File: config.mk
export PLATFORM = sky130hd
export DESIGN_NAME = rbfx_extractor
export DESIGN_NICKNAME = d
export VERILOG_FILES = /design/src/design/rbfx_pkg.sv /design/src/design/rbfx_map_mem.sv /design/src/design/rbfx_extractor.sv
export VERILOG_INCLUDE_DIRS = /design/src /design/src/design
export SDC_FILE = /design/constraint.sdc
export NUM_CORES = 1
export LEC_CHECK = 0
export ABC_AREA = 1
export BUFFER_PORTS_ARGS = -buffer_cell sky130_fd_sc_hd__clkbuf_2
export CELL_PAD_IN_SITES_DETAIL_PLACEMENT = 0
export CELL_PAD_IN_SITES_GLOBAL_PLACEMENT = 1
export CORE_ASPECT_RATIO = 1.5
export CORE_MARGIN = 2
export CORE_UTILIZATION = 46
export DETAILED_ROUTE_END_ITERATION = 7
export PLACE_DENSITY_LB_ADDON = 0.1
export SLEW_MARGIN = 15
export SYNTH_ARGS = -nofsm -noshare
export SYNTH_HDL_FRONTEND = slang
export SYNTH_SLANG_ARGS = --single-unit
File: constraint.sdc
create_clock -name clk -period 4.06 [get_ports clk]
set_clock_uncertainty 0.1 [all_clocks]
set_input_delay 0.812 -clock clk [delete_from_list [all_inputs] [get_ports clk]]
set_output_delay 0.812 -clock clk [all_outputs]
set_load 0.01 [all_outputs]
File: src/design/rbfx_cfg.svh
// Constants for the register bit field extractor.
// Assumes inclusion by the package and the design modules only.
`ifndef RBFX_CFG_SVH
`define RBFX_CFG_SVH

`define RBFX_MAPS 16
`define RBFX_IDX_W 4
`define RBFX_REG_W 16
`define RBFX_WIDE_W 32
`define RBFX_SLV_W 8
`define RBFX_QTY_W 2
`define RBFX_QTY_ONE 2'h1
`define RBFX_QTY_TWO 2'h2
`define RBFX_ENTRY_W 58
`define RBFX_F_MASK_LO 0
`define RBFX_F_MASK_HI 31
`define RBFX_F_REG_LO 32
`define RBFX_F_REG_HI 47
`define RBFX_F_SLV_LO 48
`define RBFX_F_SLV_HI 55
`define RBFX_F_WIDE 56
`define RBFX_F_SWAP 57
`define RBFX_BYTE_HI_MASK 32'h0000FF00
`define RBFX_BYTE_LO_MASK 32'h000000FF
`define RBFX_NARROW_MASK 32'h0000FFFF
`define RBFX_ADDR_BIAS 16'h0001

`endif

File: src/design/rbfx_pkg.sv
// Types for the register bit field extractor.
// Assumes rbfx_cfg.svh is on the include path.
`include "rbfx_cfg.svh"

package rbfx_pkg;

  typedef enum logic [2:0] {
    ST_IDLE   = 3'b000,
    ST_LOOK   = 3'b001,
    ST_DECIDE = 3'b010,
    ST_REQ    = 3'b011,
    ST_BEAT   = 3'b100
  } rbfx_state_e;

  typedef struct packed {
    rbfx_state_e st;
    logic [`RBFX_IDX_W-1:0] idx;
    logic [`RBFX_IDX_W-1:0] last;
    logic beat;
    logic [`RBFX_REG_W-1:0] first_word;
    logic cache_val;
    logic [`RBFX_REG_W-1:0] cache_reg;
    logic [`RBFX_SLV_W-1:0] cache_slv;
    logic cache_wide;
    logic cache_swap;
    logic [`RBFX_WIDE_W-1:0] cache_data;
  } rbfx_ctl_s;

  typedef struct packed {
    logic [`RBFX_MAPS-1:0][`RBFX_ENTRY_W-1:0] mem;
    logic [`RBFX_ENTRY_W-1:0] q;
  } rbfx_mem_s;

endpackage

File: src/design/rbfx_map_mem.sv
// Map table: one entry per read map, registered read port.
// Assumes a single clock; ce freezes contents and read register.
`timescale 1ns/10ps
`default_nettype none
`include "rbfx_cfg.svh"

module rbfx_map_mem (
  // Clock
  input wire logic clk,
  input wire logic ce,
  // Write port
  input wire logic we,
  input wire logic [`RBFX_IDX_W-1:0] waddr,
  input wire logic [`RBFX_ENTRY_W-1:0] wdata,
  // Read port, data one cycle after address
  input wire logic [`RBFX_IDX_W-1:0] raddr,
  output logic [`RBFX_ENTRY_W-1:0] rdata
);

  rbfx_pkg::rbfx_mem_s s_reg;
  rbfx_pkg::rbfx_mem_s s_next;

  // Read before write: same-cycle write shows next time
  always_comb
  begin
    s_next = s_reg;
    s_next.q = s_reg.mem[raddr];
    if (we)
    begin
      s_next.mem[waddr] = wdata;
    end
  end

  // No reset on the table; contents are loaded before use
  always_ff @(posedge clk)
  begin
    if (ce)
    begin
      s_reg <= s_next;
    end
  end

  assign rdata = s_reg.q;

endmodule
`default_nettype wire

File: src/design/rbfx_extractor.sv
// Read-map sequencer and bit field extractor for a bus master poller.
// Assumes a fetch engine that reads whole registers and returns beats.
`timescale 1ns/10ps
`default_nettype none
`include "rbfx_cfg.svh"

module rbfx_extractor (
  // Clock and reset
  input wire logic clk,
  input wire logic rstn,
  input wire logic ce,
  // Map table load
  input wire logic cfg_we,
  input wire logic [`RBFX_IDX_W-1:0] cfg_idx,
  input wire logic [`RBFX_WIDE_W-1:0] cfg_mask,
  input wire logic [`RBFX_REG_W-1:0] cfg_regnum,
  input wire logic [`RBFX_SLV_W-1:0] cfg_slave,
  input wire logic cfg_wide,
  input wire logic cfg_swap,
  // Poll control
  input wire logic start,
  input wire logic [`RBFX_IDX_W-1:0] map_last,
  output logic busy,
  // Fetch engine
  output logic rd_req,
  output logic [`RBFX_SLV_W-1:0] rd_slave,
  output logic [`RBFX_REG_W-1:0] rd_addr,
  output logic [`RBFX_QTY_W-1:0] rd_qty,
  input wire logic rd_ack,
  input wire logic rd_valid,
  input wire logic [`RBFX_REG_W-1:0] rd_data,
  // Local object store
  output logic obj_we,
  output logic [`RBFX_IDX_W-1:0] obj_idx,
  output logic [`RBFX_WIDE_W-1:0] obj_value
);

  // Lowest set bit of a mask; zero for an empty mask
  // Scans from the top so the lowest set bit is the last to land
  function automatic logic [4:0] rbfx_low(input logic [`RBFX_WIDE_W-1:0] m);
    logic [4:0] sh;
    sh = 5'h00;
    for (int i = `RBFX_WIDE_W - 1; i >= 0; i--)
    begin
      if (m[i])
      begin
        sh = i[4:0];
      end
    end
    return sh;
  endfunction

  // Mask and right justify
  // Masks with gaps keep their gaps after the shift
  function automatic logic [`RBFX_WIDE_W-1:0] rbfx_extract(input logic [`RBFX_WIDE_W-1:0] d,
                                                         input logic [`RBFX_WIDE_W-1:0] m);
    return (d & m) >> rbfx_low(m);
  endfunction

  // Whole sequencer state, one packed struct
  rbfx_pkg::rbfx_ctl_s c_reg;
  rbfx_pkg::rbfx_ctl_s c_next;

  // Current map entry and its fields
  logic [`RBFX_ENTRY_W-1:0] ent;
  logic [`RBFX_WIDE_W-1:0] e_mask;
  logic [`RBFX_REG_W-1:0] e_reg;
  logic [`RBFX_SLV_W-1:0] e_slv;
  logic e_wide;
  logic e_swap;
  // Datapath and control nets
  logic [`RBFX_WIDE_W-1:0] mask_eff;
  logic share_hit;
  logic final_beat;
  logic [`RBFX_WIDE_W-1:0] fetched;
  logic [`RBFX_WIDE_W-1:0] data_sel;
  logic emit;

  // Table read address follows the current map
  // Read data arrives one cycle after the index moves
  rbfx_map_mem u_mem (
    .clk(clk),
    .ce(ce),
    .we(cfg_we),
    .waddr(cfg_idx),
    .wdata({cfg_swap, cfg_wide, cfg_slave, cfg_regnum, cfg_mask}),
    .raddr(c_reg.idx),
    .rdata(ent)
  );

  // Entry fields
  assign e_mask = ent[`RBFX_F_MASK_HI:`RBFX_F_MASK_LO];
  assign e_reg = ent[`RBFX_F_REG_HI:`RBFX_F_REG_LO];
  assign e_slv = ent[`RBFX_F_SLV_HI:`RBFX_F_SLV_LO];
  assign e_wide = ent[`RBFX_F_WIDE];
  assign e_swap = ent[`RBFX_F_SWAP];

  // Single registers see only the low sixteen mask bits
  // Stray upper mask digits on a narrow map are harmless
  assign mask_eff = e_wide ? e_mask : (e_mask & `RBFX_NARROW_MASK);

  // Same source as the last fetch: reuse the shared word
  // Slave, width and swap must match too, or the word means something else
  assign share_hit = c_reg.cache_val && (c_reg.cache_reg == e_reg) && (c_reg.cache_slv == e_slv) &&
                     (c_reg.cache_wide == e_wide) && (c_reg.cache_swap == e_swap);

  // Only beat of a narrow map, second beat of a pair
  assign final_beat = (c_reg.st == rbfx_pkg::ST_BEAT) && rd_valid && (!e_wide || c_reg.beat);

  // Pair assembly: lower-numbered register is the high half unless swapped
  always_comb
  begin
    if (!e_wide)
    begin
      fetched = {16'h0000, rd_data};
    end
    else if (e_swap)
    begin
      fetched = {rd_data, c_reg.first_word};
    end
    else
    begin
      fetched = {c_reg.first_word, rd_data};
    end
  end

  // Result is combinational so it lands with the valid data
  // The value means nothing while obj_we is low
  assign emit = ce && (final_beat || ((c_reg.st == rbfx_pkg::ST_DECIDE) && share_hit));
  assign data_sel = (c_reg.st == rbfx_pkg::ST_BEAT) ? fetched : c_reg.cache_data;
  assign obj_we = emit;
  assign obj_idx = c_reg.idx;
  assign obj_value = rbfx_extract(data_sel, mask_eff);

  // Fetch request; one outstanding at a time, no arbitration as sole master
  // Request fields come straight from the current entry
  assign rd_req = (c_reg.st == rbfx_pkg::ST_REQ);
  assign rd_slave = e_slv;
  assign rd_addr = e_reg - `RBFX_ADDR_BIAS;
  assign rd_qty = e_wide ? `RBFX_QTY_TWO : `RBFX_QTY_ONE;
  assign busy = (c_reg.st != rbfx_pkg::ST_IDLE);

  // Sequencer next state
  // Every map passes LOOK to cover the table read latency
  always_comb
  begin
    c_next = c_reg;
    unique case (c_reg.st)
      rbfx_pkg::ST_IDLE:
      begin
        if (start)
        begin
          c_next.idx = '0;
          c_next.last = map_last;
          c_next.cache_val = 1'b0; // Fresh poll cycle, stale data dropped
          c_next.st = rbfx_pkg::ST_LOOK;
        end
      end
      rbfx_pkg::ST_LOOK:
      begin
        c_next.st = rbfx_pkg::ST_DECIDE; // Table read latency
      end
      rbfx_pkg::ST_DECIDE:
      begin
        c_next.st = share_hit ? rbfx_pkg::ST_LOOK : rbfx_pkg::ST_REQ;
      end
      rbfx_pkg::ST_REQ:
      begin
        if (rd_ack)
        begin
          c_next.beat = 1'b0;
          c_next.st = rbfx_pkg::ST_BEAT;
        end
      end
      rbfx_pkg::ST_BEAT:
      begin
        // First word of a pair is parked until the second arrives
        if (rd_valid && e_wide && !c_reg.beat)
        begin
          c_next.first_word = rd_data;
          c_next.beat = 1'b1;
        end
        else if (rd_valid)
        begin
          c_next.cache_val = 1'b1;
          c_next.cache_reg = e_reg;
          c_next.cache_slv = e_slv;
          c_next.cache_wide = e_wide;
          c_next.cache_swap = e_swap;
          c_next.cache_data = fetched;
          c_next.st = rbfx_pkg::ST_LOOK;
        end
      end
      default:
      begin
        c_next.st = rbfx_pkg::ST_IDLE;
      end
    endcase
    // Advance after each stored result
    // The last map closes the pass, the others step the index
    if (final_beat || ((c_reg.st == rbfx_pkg::ST_DECIDE) && share_hit))
    begin
      if (c_reg.idx == c_reg.last)
      begin
        c_next.st = rbfx_pkg::ST_IDLE;
      end
      else
      begin
        c_next.idx = c_reg.idx + 4'h1;
      end
    end
  end

  // State register
  // Reset wins over ce so a frozen block can still be cleared
  always_ff @(posedge clk)
  begin
    if (!rstn)
    begin
      c_reg <= '0;
    end
    else if (ce)
    begin
      c_reg <= c_next;
    end
  end
endmodule
`default_nettype wire

==> results of run 1 <==
==> power by group <==
part,switching [uW],leakage [uW],total [uW],internal (uW)
Clock,4200,0.00159,9330,5130
Sequential,77.7,0.00963,12300,12200
Combinational,688,0.00607,974,286
==> metrics by stage <==
stage / cells / utilization [%] / hold slack, ns / cell area [sq um] / TNS (ns)
2_1_floorplan: 3570 / - / 0.330 / 44600 / -304.26
3_3_place_gp: 4846 / 49.5 / 0.342 / 47500 / -3.87
3_5_place_dp: 4846 / 49.5 / 0.348 / 47500 / -0.842
4_1_cts: 5052 / 53.4 / 0.185 / 51300 / -25.39
5_1_grt: 5056 / 53.8 / 0.216 / 51600 / -36.29
6_report: 5056 / 53.8 / 0.232 / 51600 / -23.56
==> what timing repair did <==
item | CTS | global route
cloned | 2 | 1
gates resized for setup | 88 | 99
endpoints found under the setup margin | 33 | 35
setup buffers | 15 | 2
pin swaps | 18 | 37
==> worst min-delay path by stage <==
stage | from | end | slack (ns) | cells after the start
after CTS | map_last[3] | c_reg[79] | 0.19 | 3
after global placement | c_reg[2] | c_reg[2] | 0.34 | 2
after detailed placement | c_reg[14] | c_reg[14] | 0.35 | 2
final | map_last[3] | c_reg[79] | 0.23 | 3
after floorplan | c_reg[10] | c_reg[10] | 0.33 | 2
after global routing | map_last[1] | c_reg[77] | 0.22 | 3
==> layout make-up <==
class	count	area share, %
Sequential cell	1073	60.8
Inverter	154	1.15
Antenna cell	2	0.00970
Tap cell	1269	3.08
Multi-Input combinational cell	2085	24.0
Clock inverter	65	1.18
Clock buffer	125	5.13
Timing Repair Buffer	283	4.67
==> worst max-delay path: cells and delay by family, from the launching register on <==
kind,cells,cell delay (ns)
flip-flops,1,0.46
buffers and inverters,2,0.35
AND/OR/NAND/NOR,37,2.43
==> cell usage in the layout, fill, tap and decap left out, drive strengths merged, types with 49 or more instances in the layout <==
master,Yosys,layout
buf,53,150
mux2i,184,184
o21ai,363,363
nor2,476,476
o211ai,49,49
o221ai,184,184
clkinv,5,52
nand3,260,260
clkbuf,205,258
edfxtp,986,986
dfxtp,87,87
a21oi,86,86
nand2,323,323
inv,149,154
==> routing by layer <==
layer | GRT usage [%] | share of wire (%) | up-vias
li1 | - | - | 13600
met1 | 31.4 | 39 | 15000
met2 | 47.1 | 53 | 808
met3 | 3.44 | 4.5 | 222
met4 | 8.85 | 3.0 | 6
met5 | 0 | 0.029 | -
==> kinds of logic (layout without fill, tap and decap cells) <==
| logic type | Yosys count | after routing | share of synthesized area (%) |
|---|---|---|---|
| other | 0 | 2 | 0 |
| adders and majority gates | 2 | 2 | 0.0561 |
| buffers and inverters | 412 | 627 | 3.69 |
| and+or+nand+nor | 1107 | 1107 | 10.3 |
| muxes | 184 | 184 | 4.13 |
| AOI/OAI and AO/OA | 765 | 765 | 11.0 |
| xor gates and xnor gates | 27 | 27 | 0.530 |
| DFF | 1073 | 1073 | 70.3 |
==> flow_metrics.py, run 1 <==
metrics = {
    "outcome": {
        "status": "finished, violations left",
        "violations": "setup timing",
    },
    "cts": {
        "cts_root_buffer": "clkbuf_16",
        "htreeDepth": 3,
        "cts_buffers": 102,
        "cts.reportedPaths.clkPinSlew_ns": 0.06,
        "clock-sinks": 1073,
        "cts_buffer_depth": 3,
        "cts_tree": "done",
        "insertion_delay_ns": 0.72,
        "ctsHoldBuffers": 0,
    },
    "setup_path": {
        "worstPathMaxFanout": 8,
        "crit_path_end_kind": "output pin",
        "slowest_stage": "edfxtp_1",
        "reg2reg_depth": 16,
        "start_kind": "flop",
        "reg2reg_slack_ns": 0.63,
        "cpMostUsedCell": "nand2_1",
        "cpPeakStageDelay_ns": 0.46,
        "startpoint": "u_mem.rdata[56]",
        "reg2reg_to": "obj_idx[0]",
        "r2r_start": "u_mem.rdata[56]",
        "crit_arrival_ns": 3.98,
        "timing.critical_path.to": "obj_value[3]",
        "path_class": "reg2out",
        "cp.required_ns": 3.15,
    },
    "flow_run": {
        "cap_violations": 0,
    },
    "route": {
        "viasPerCell": 5.87,
        "vias": 29700,
        "drc": 0,
        "first_iter_violations": 2457,
        "antenna_left": 0,
        "first_pass_iters": 5,
        "wirelength_microns": 129000,
        "wl_per_cell_microns": 25.6,
    },
    "pwr": {
        "leakagePower_uw": 0.0173,
        "power_uw": 22600,
        "vdd_drop_max_mv": 0.374,
        "cellPowerDensity_mw_per_mm2": 438,
    },
    "timing": {
        "rsz0062_at_grt": "true",
        "setup_viol": 33,
        "fin_ws_ns": -0.834,
        "hold_viol_final": 0,
        "worst_pin_slew_ns": 1.11,
        "slew_headroom_pct": 26.1,
        "finalCritPeriodShare_pct": 121,
        "min_period_ns": 4.89,
        "timing.fmax_ghz": 0.204,
        "drv_slew": 0,
    },
    "floorplanning": {
        "die_x_microns": 258,
        "die_h_microns": 385,
        "rows": 139,
        "start_util_pct": 46.5,
        "io_pins": 154,
        "dieArea_sq_mm": 0.0996,
        "coreArea_sq_mm": 0.0960,
    },
    "placement": {
        "io_buffers": 153,
        "post-place-ws_ns": -0.127,
        "place.gp.congestion": 0.896,
        "place_hpwl_microns": 76400,
    },
    "final_layout": {
        "seqCellArea_sq_mm": 0.0314,
        "area_growth_syn_to_layout_pct": 15.7,
        "fin_nets": 3790,
        "largest_reg_flops": 928,
        "multi_input_area_sq_mm": 0.0124,
        "fill_cells": 8116,
        "drive_gt1_share_pct": 16.0,
    },
    "yosys": {
        "synthDistinctLibCells": 43,
        "synth-seq-cells": 1073,
        "synth_most_common_cell": "edfxtp_1",
        "synth_top_area_share_pct": 66.4,
        "ys.flop_type": "edfxtp_1",
        "synth_area_leader_cell": "edfxtp_1",
        "synthTopCellsByCount": "986 x edfxtp_1, 473 x nor2_1, 360 x o21ai_0",
        "synth-edff-count": 986,
        "syn-num-nets": 3661,
        "yosys_warnings": 0,
        "synthTopCellsByArea": "edfxtp_1 66%, mux2i_1 4.1%, o21ai_0 4.0%",
        "syn-instance-count": 3570,
        "ys_seq_area_share_pct": 70.3,
        "netlist_area_sq_mm": 0.0446,
        "async_flop_share_pct": 0,
        "avgSynthCellArea_sq_um": 12.5,
    },
    "grt": {
        "grt_overflow_total": 0,
        "grt_usage_pct": 25.8,
        "grt_pass1_wl_microns": 190000,
        "grt_pass1_vias": 29300,
        "antenna_found_initial": 7,
        "grt_max_degree": 160,
    },
    "hold_path": {
        "hp-class": "in2reg",
    },
}
Note: power is estimated with default switching activity, not from simulation.
==> inputs of run 2 (changes only) <==
--- a/config.mk
+++ b/config.mk
@@ -15,6 +15,7 @@
 export CORE_UTILIZATION = 46
 export DETAILED_ROUTE_END_ITERATION = 7
 export PLACE_DENSITY_LB_ADDON = 0.1
+export RECOVER_POWER = 25
 export SLEW_MARGIN = 15
 export SYNTH_ARGS = -nofsm -noshare
 export SYNTH_HDL_FRONTEND = slang
==> flow_metrics.py, run 2 (synthesis results as in run 1) <==
metrics = {
    "outcome": {
        "status": "finished, violations left",
        "violations": "setup timing",
    },
    "route": {
        "vias": 29700,
        "drc": 0,
        "wl_per_cell_microns": 25.6,
        "first_pass_iters": 5,
        "viasPerCell": 5.87,
        "antenna_left": 0,
        "wirelength_microns": 129000,
        "first_iter_violations": 2429,
    },
    "grt": {
        "grt_pass1_wl_microns": 190000,
        "grt_pass1_vias": 29300,
        "grt_usage_pct": 25.8,
        "grt_max_degree": 160,
        "antenna_found_initial": 6,
        "grt_overflow_total": 0,
    },
    "timing": {
        "finalCritPeriodShare_pct": 120,
        "totalNegativeSetupSlack_ns": -23.58,
        "drv_slew": 0,
        "rsz0062_at_grt": "true",
        "slew_headroom_pct": 26.7,
        "hold_viol_final": 0,
        "fin_ws_ns": -0.831,
        "worst_hold_slack_ns": 0.234,
        "timing.fmax_ghz": 0.204,
        "setup_viol": 33,
        "min_period_ns": 4.89,
        "worst_pin_slew_ns": 1.10,
    },
    "pwr": {
        "leakagePower_uw": 0.0172,
        "cellPowerDensity_mw_per_mm2": 438,
        "vdd_drop_max_mv": 0.373,
    },
    "placement": {
        "place.gp.congestion": 0.896,
        "io_buffers": 153,
        "place_hpwl_microns": 76400,
        "dpl_cell_area_sq_mm": 0.0475,
    },
    "cts": {
        "cts_buffers": 102,
        "htreeDepth": 3,
        "cts.reportedPaths.clkPinSlew_ns": 0.06,
        "insertion_delay_ns": 0.72,
        "clock-sinks": 1073,
        "ctsHoldBuffers": 0,
        "cts_buffer_depth": 3,
        "cts_tree": "done",
        "cts_root_buffer": "clkbuf_16",
    },
    "floorplanning": {
        "coreArea_sq_mm": 0.0960,
        "die_x_microns": 258,
        "die_h_microns": 385,
        "rows": 139,
        "start_util_pct": 46.5,
        "io_pins": 154,
        "dieArea_sq_mm": 0.0996,
    },
    "setup_path": {
        "path_class": "reg2out",
        "cp.required_ns": 3.15,
        "cpPeakStageDelay_ns": 0.48,
        "crit_arrival_ns": 3.98,
        "crit_path_end_kind": "output pin",
        "worstPathMaxFanout": 8,
        "slowest_stage": "edfxtp_1",
        "start_kind": "flop",
        "path_buf_inv": 4,
        "crit_family": "simple AND/OR/NAND/NOR gates",
        "cpMostUsedCell": "nand2_1",
    },
    "flow_run": {
        "cap_violations": 0,
    },
    "final_layout": {
        "postLayoutCellArea_sq_mm": 0.0516,
        "area_growth_syn_to_layout_pct": 15.6,
        "layout_common_cells": "986 x edfxtp_1, 454 x nor2_1, 359 x o21ai_0, 272 x nand2_1, 191 x nand3_1",
        "fill_cells": 8139,
        "fin_nets": 3790,
        "largest_reg_flops": 928,
        "drive_gt1_share_pct": 14.9,
        "layout_commonest_cell": "edfxtp_1",
    },
    "hold_path": {
        "hp-class": "in2reg",
    },
}
==> run 2: cell types whose count changed in the layout (fill, tap and decap cells not counted) <==
| cell | previous run | this run |
|---|---|---|
| clkbuf_1 | 22 | 63 |
| clkbuf_2 | 132 | 91 |
| diode_2 | 2 | 3 |
==> run 2: layout make-up <==
| class | instances | area (sq um) | share of cell area [%] |
|---|---|---|---|
| Clock buffer | 125 | 2650 | 5.14 |
| Inverter | 154 | 594 | 1.15 |
| Sequential cell | 1073 | 31400 | 60.8 |
| Antenna cell | 3 | 7.51 | 0.0146 |
| Multi-Input combinational cell | 2085 | 12400 | 24.0 |
| Clock inverter | 65 | 611 | 1.18 |
| Timing Repair Buffer | 283 | 2360 | 4.57 |
| Tap cell | 1269 | 1590 | 3.08 |
==> run 2: where the power goes <==
group	total [uW]	internal (uW)	switching [uW]
Clock	9340	5130	4210
Sequential	12300	12200	77.7
Combinational	969	280	689
Total	22600	17600	4970
==> run 2: path summary, 6_finish.rpt <==
path / startpoint / endpoint / slack [ns] / cells after the start
worst min register to register: c_reg[7] / c_reg[7] / 0.36 / 2
worst min-delay path: map_last[3] / c_reg[79] / 0.23 / 3
worst max-delay path: u_mem.rdata[56] / obj_value[6] / -0.83 / 39
worst max register to register: u_mem.rdata[56] / obj_idx[0] / 0.63 / 16
==> run 2: what timing repair did <==
| item | in CTS | in global routing |
|---|---|---|
| setup endpoints to repair | 33 | 35 |
| setup buffers | 15 | 2 |
| gates cloned | 2 | 1 |
| pin swaps | 18 | 37 |
| resized for setup | 88 | 99 |
==> run 2: routing by layer <==
layer  global-route usage (%)  wire (microns)  up-vias
met2                     47.1           68700      865
met5                        0              38        -
met1                     31.4           50600    15000
met4                     8.85            4060        6
met3                     3.44            6070      221
li1                         -               -    13600
==> run 2: worst reg2reg max path: cells and delay by family (launching register included) <==
kind,cells,cell delay [ns]
and+or+nand+nor,3,0.93
buffers and inverters,8,0.92
AOI/OAI and AO/OA,5,0.86
DFF,1,0.46
==> run 2: per-stage QoR <==
stage          util, %  setup WS (ns)  instances  total power (uW)
3_3_place_gp      49.5         -0.208       4846             13400
5_1_grt           53.7          -1.20       5055             23300
6_report          53.7         -0.831       5057             22600
4_1_cts           53.4         -0.849       5052             22800
2_1_floorplan        -         -0.328       3570             12900
3_5_place_dp      49.5         -0.127       4846             13400
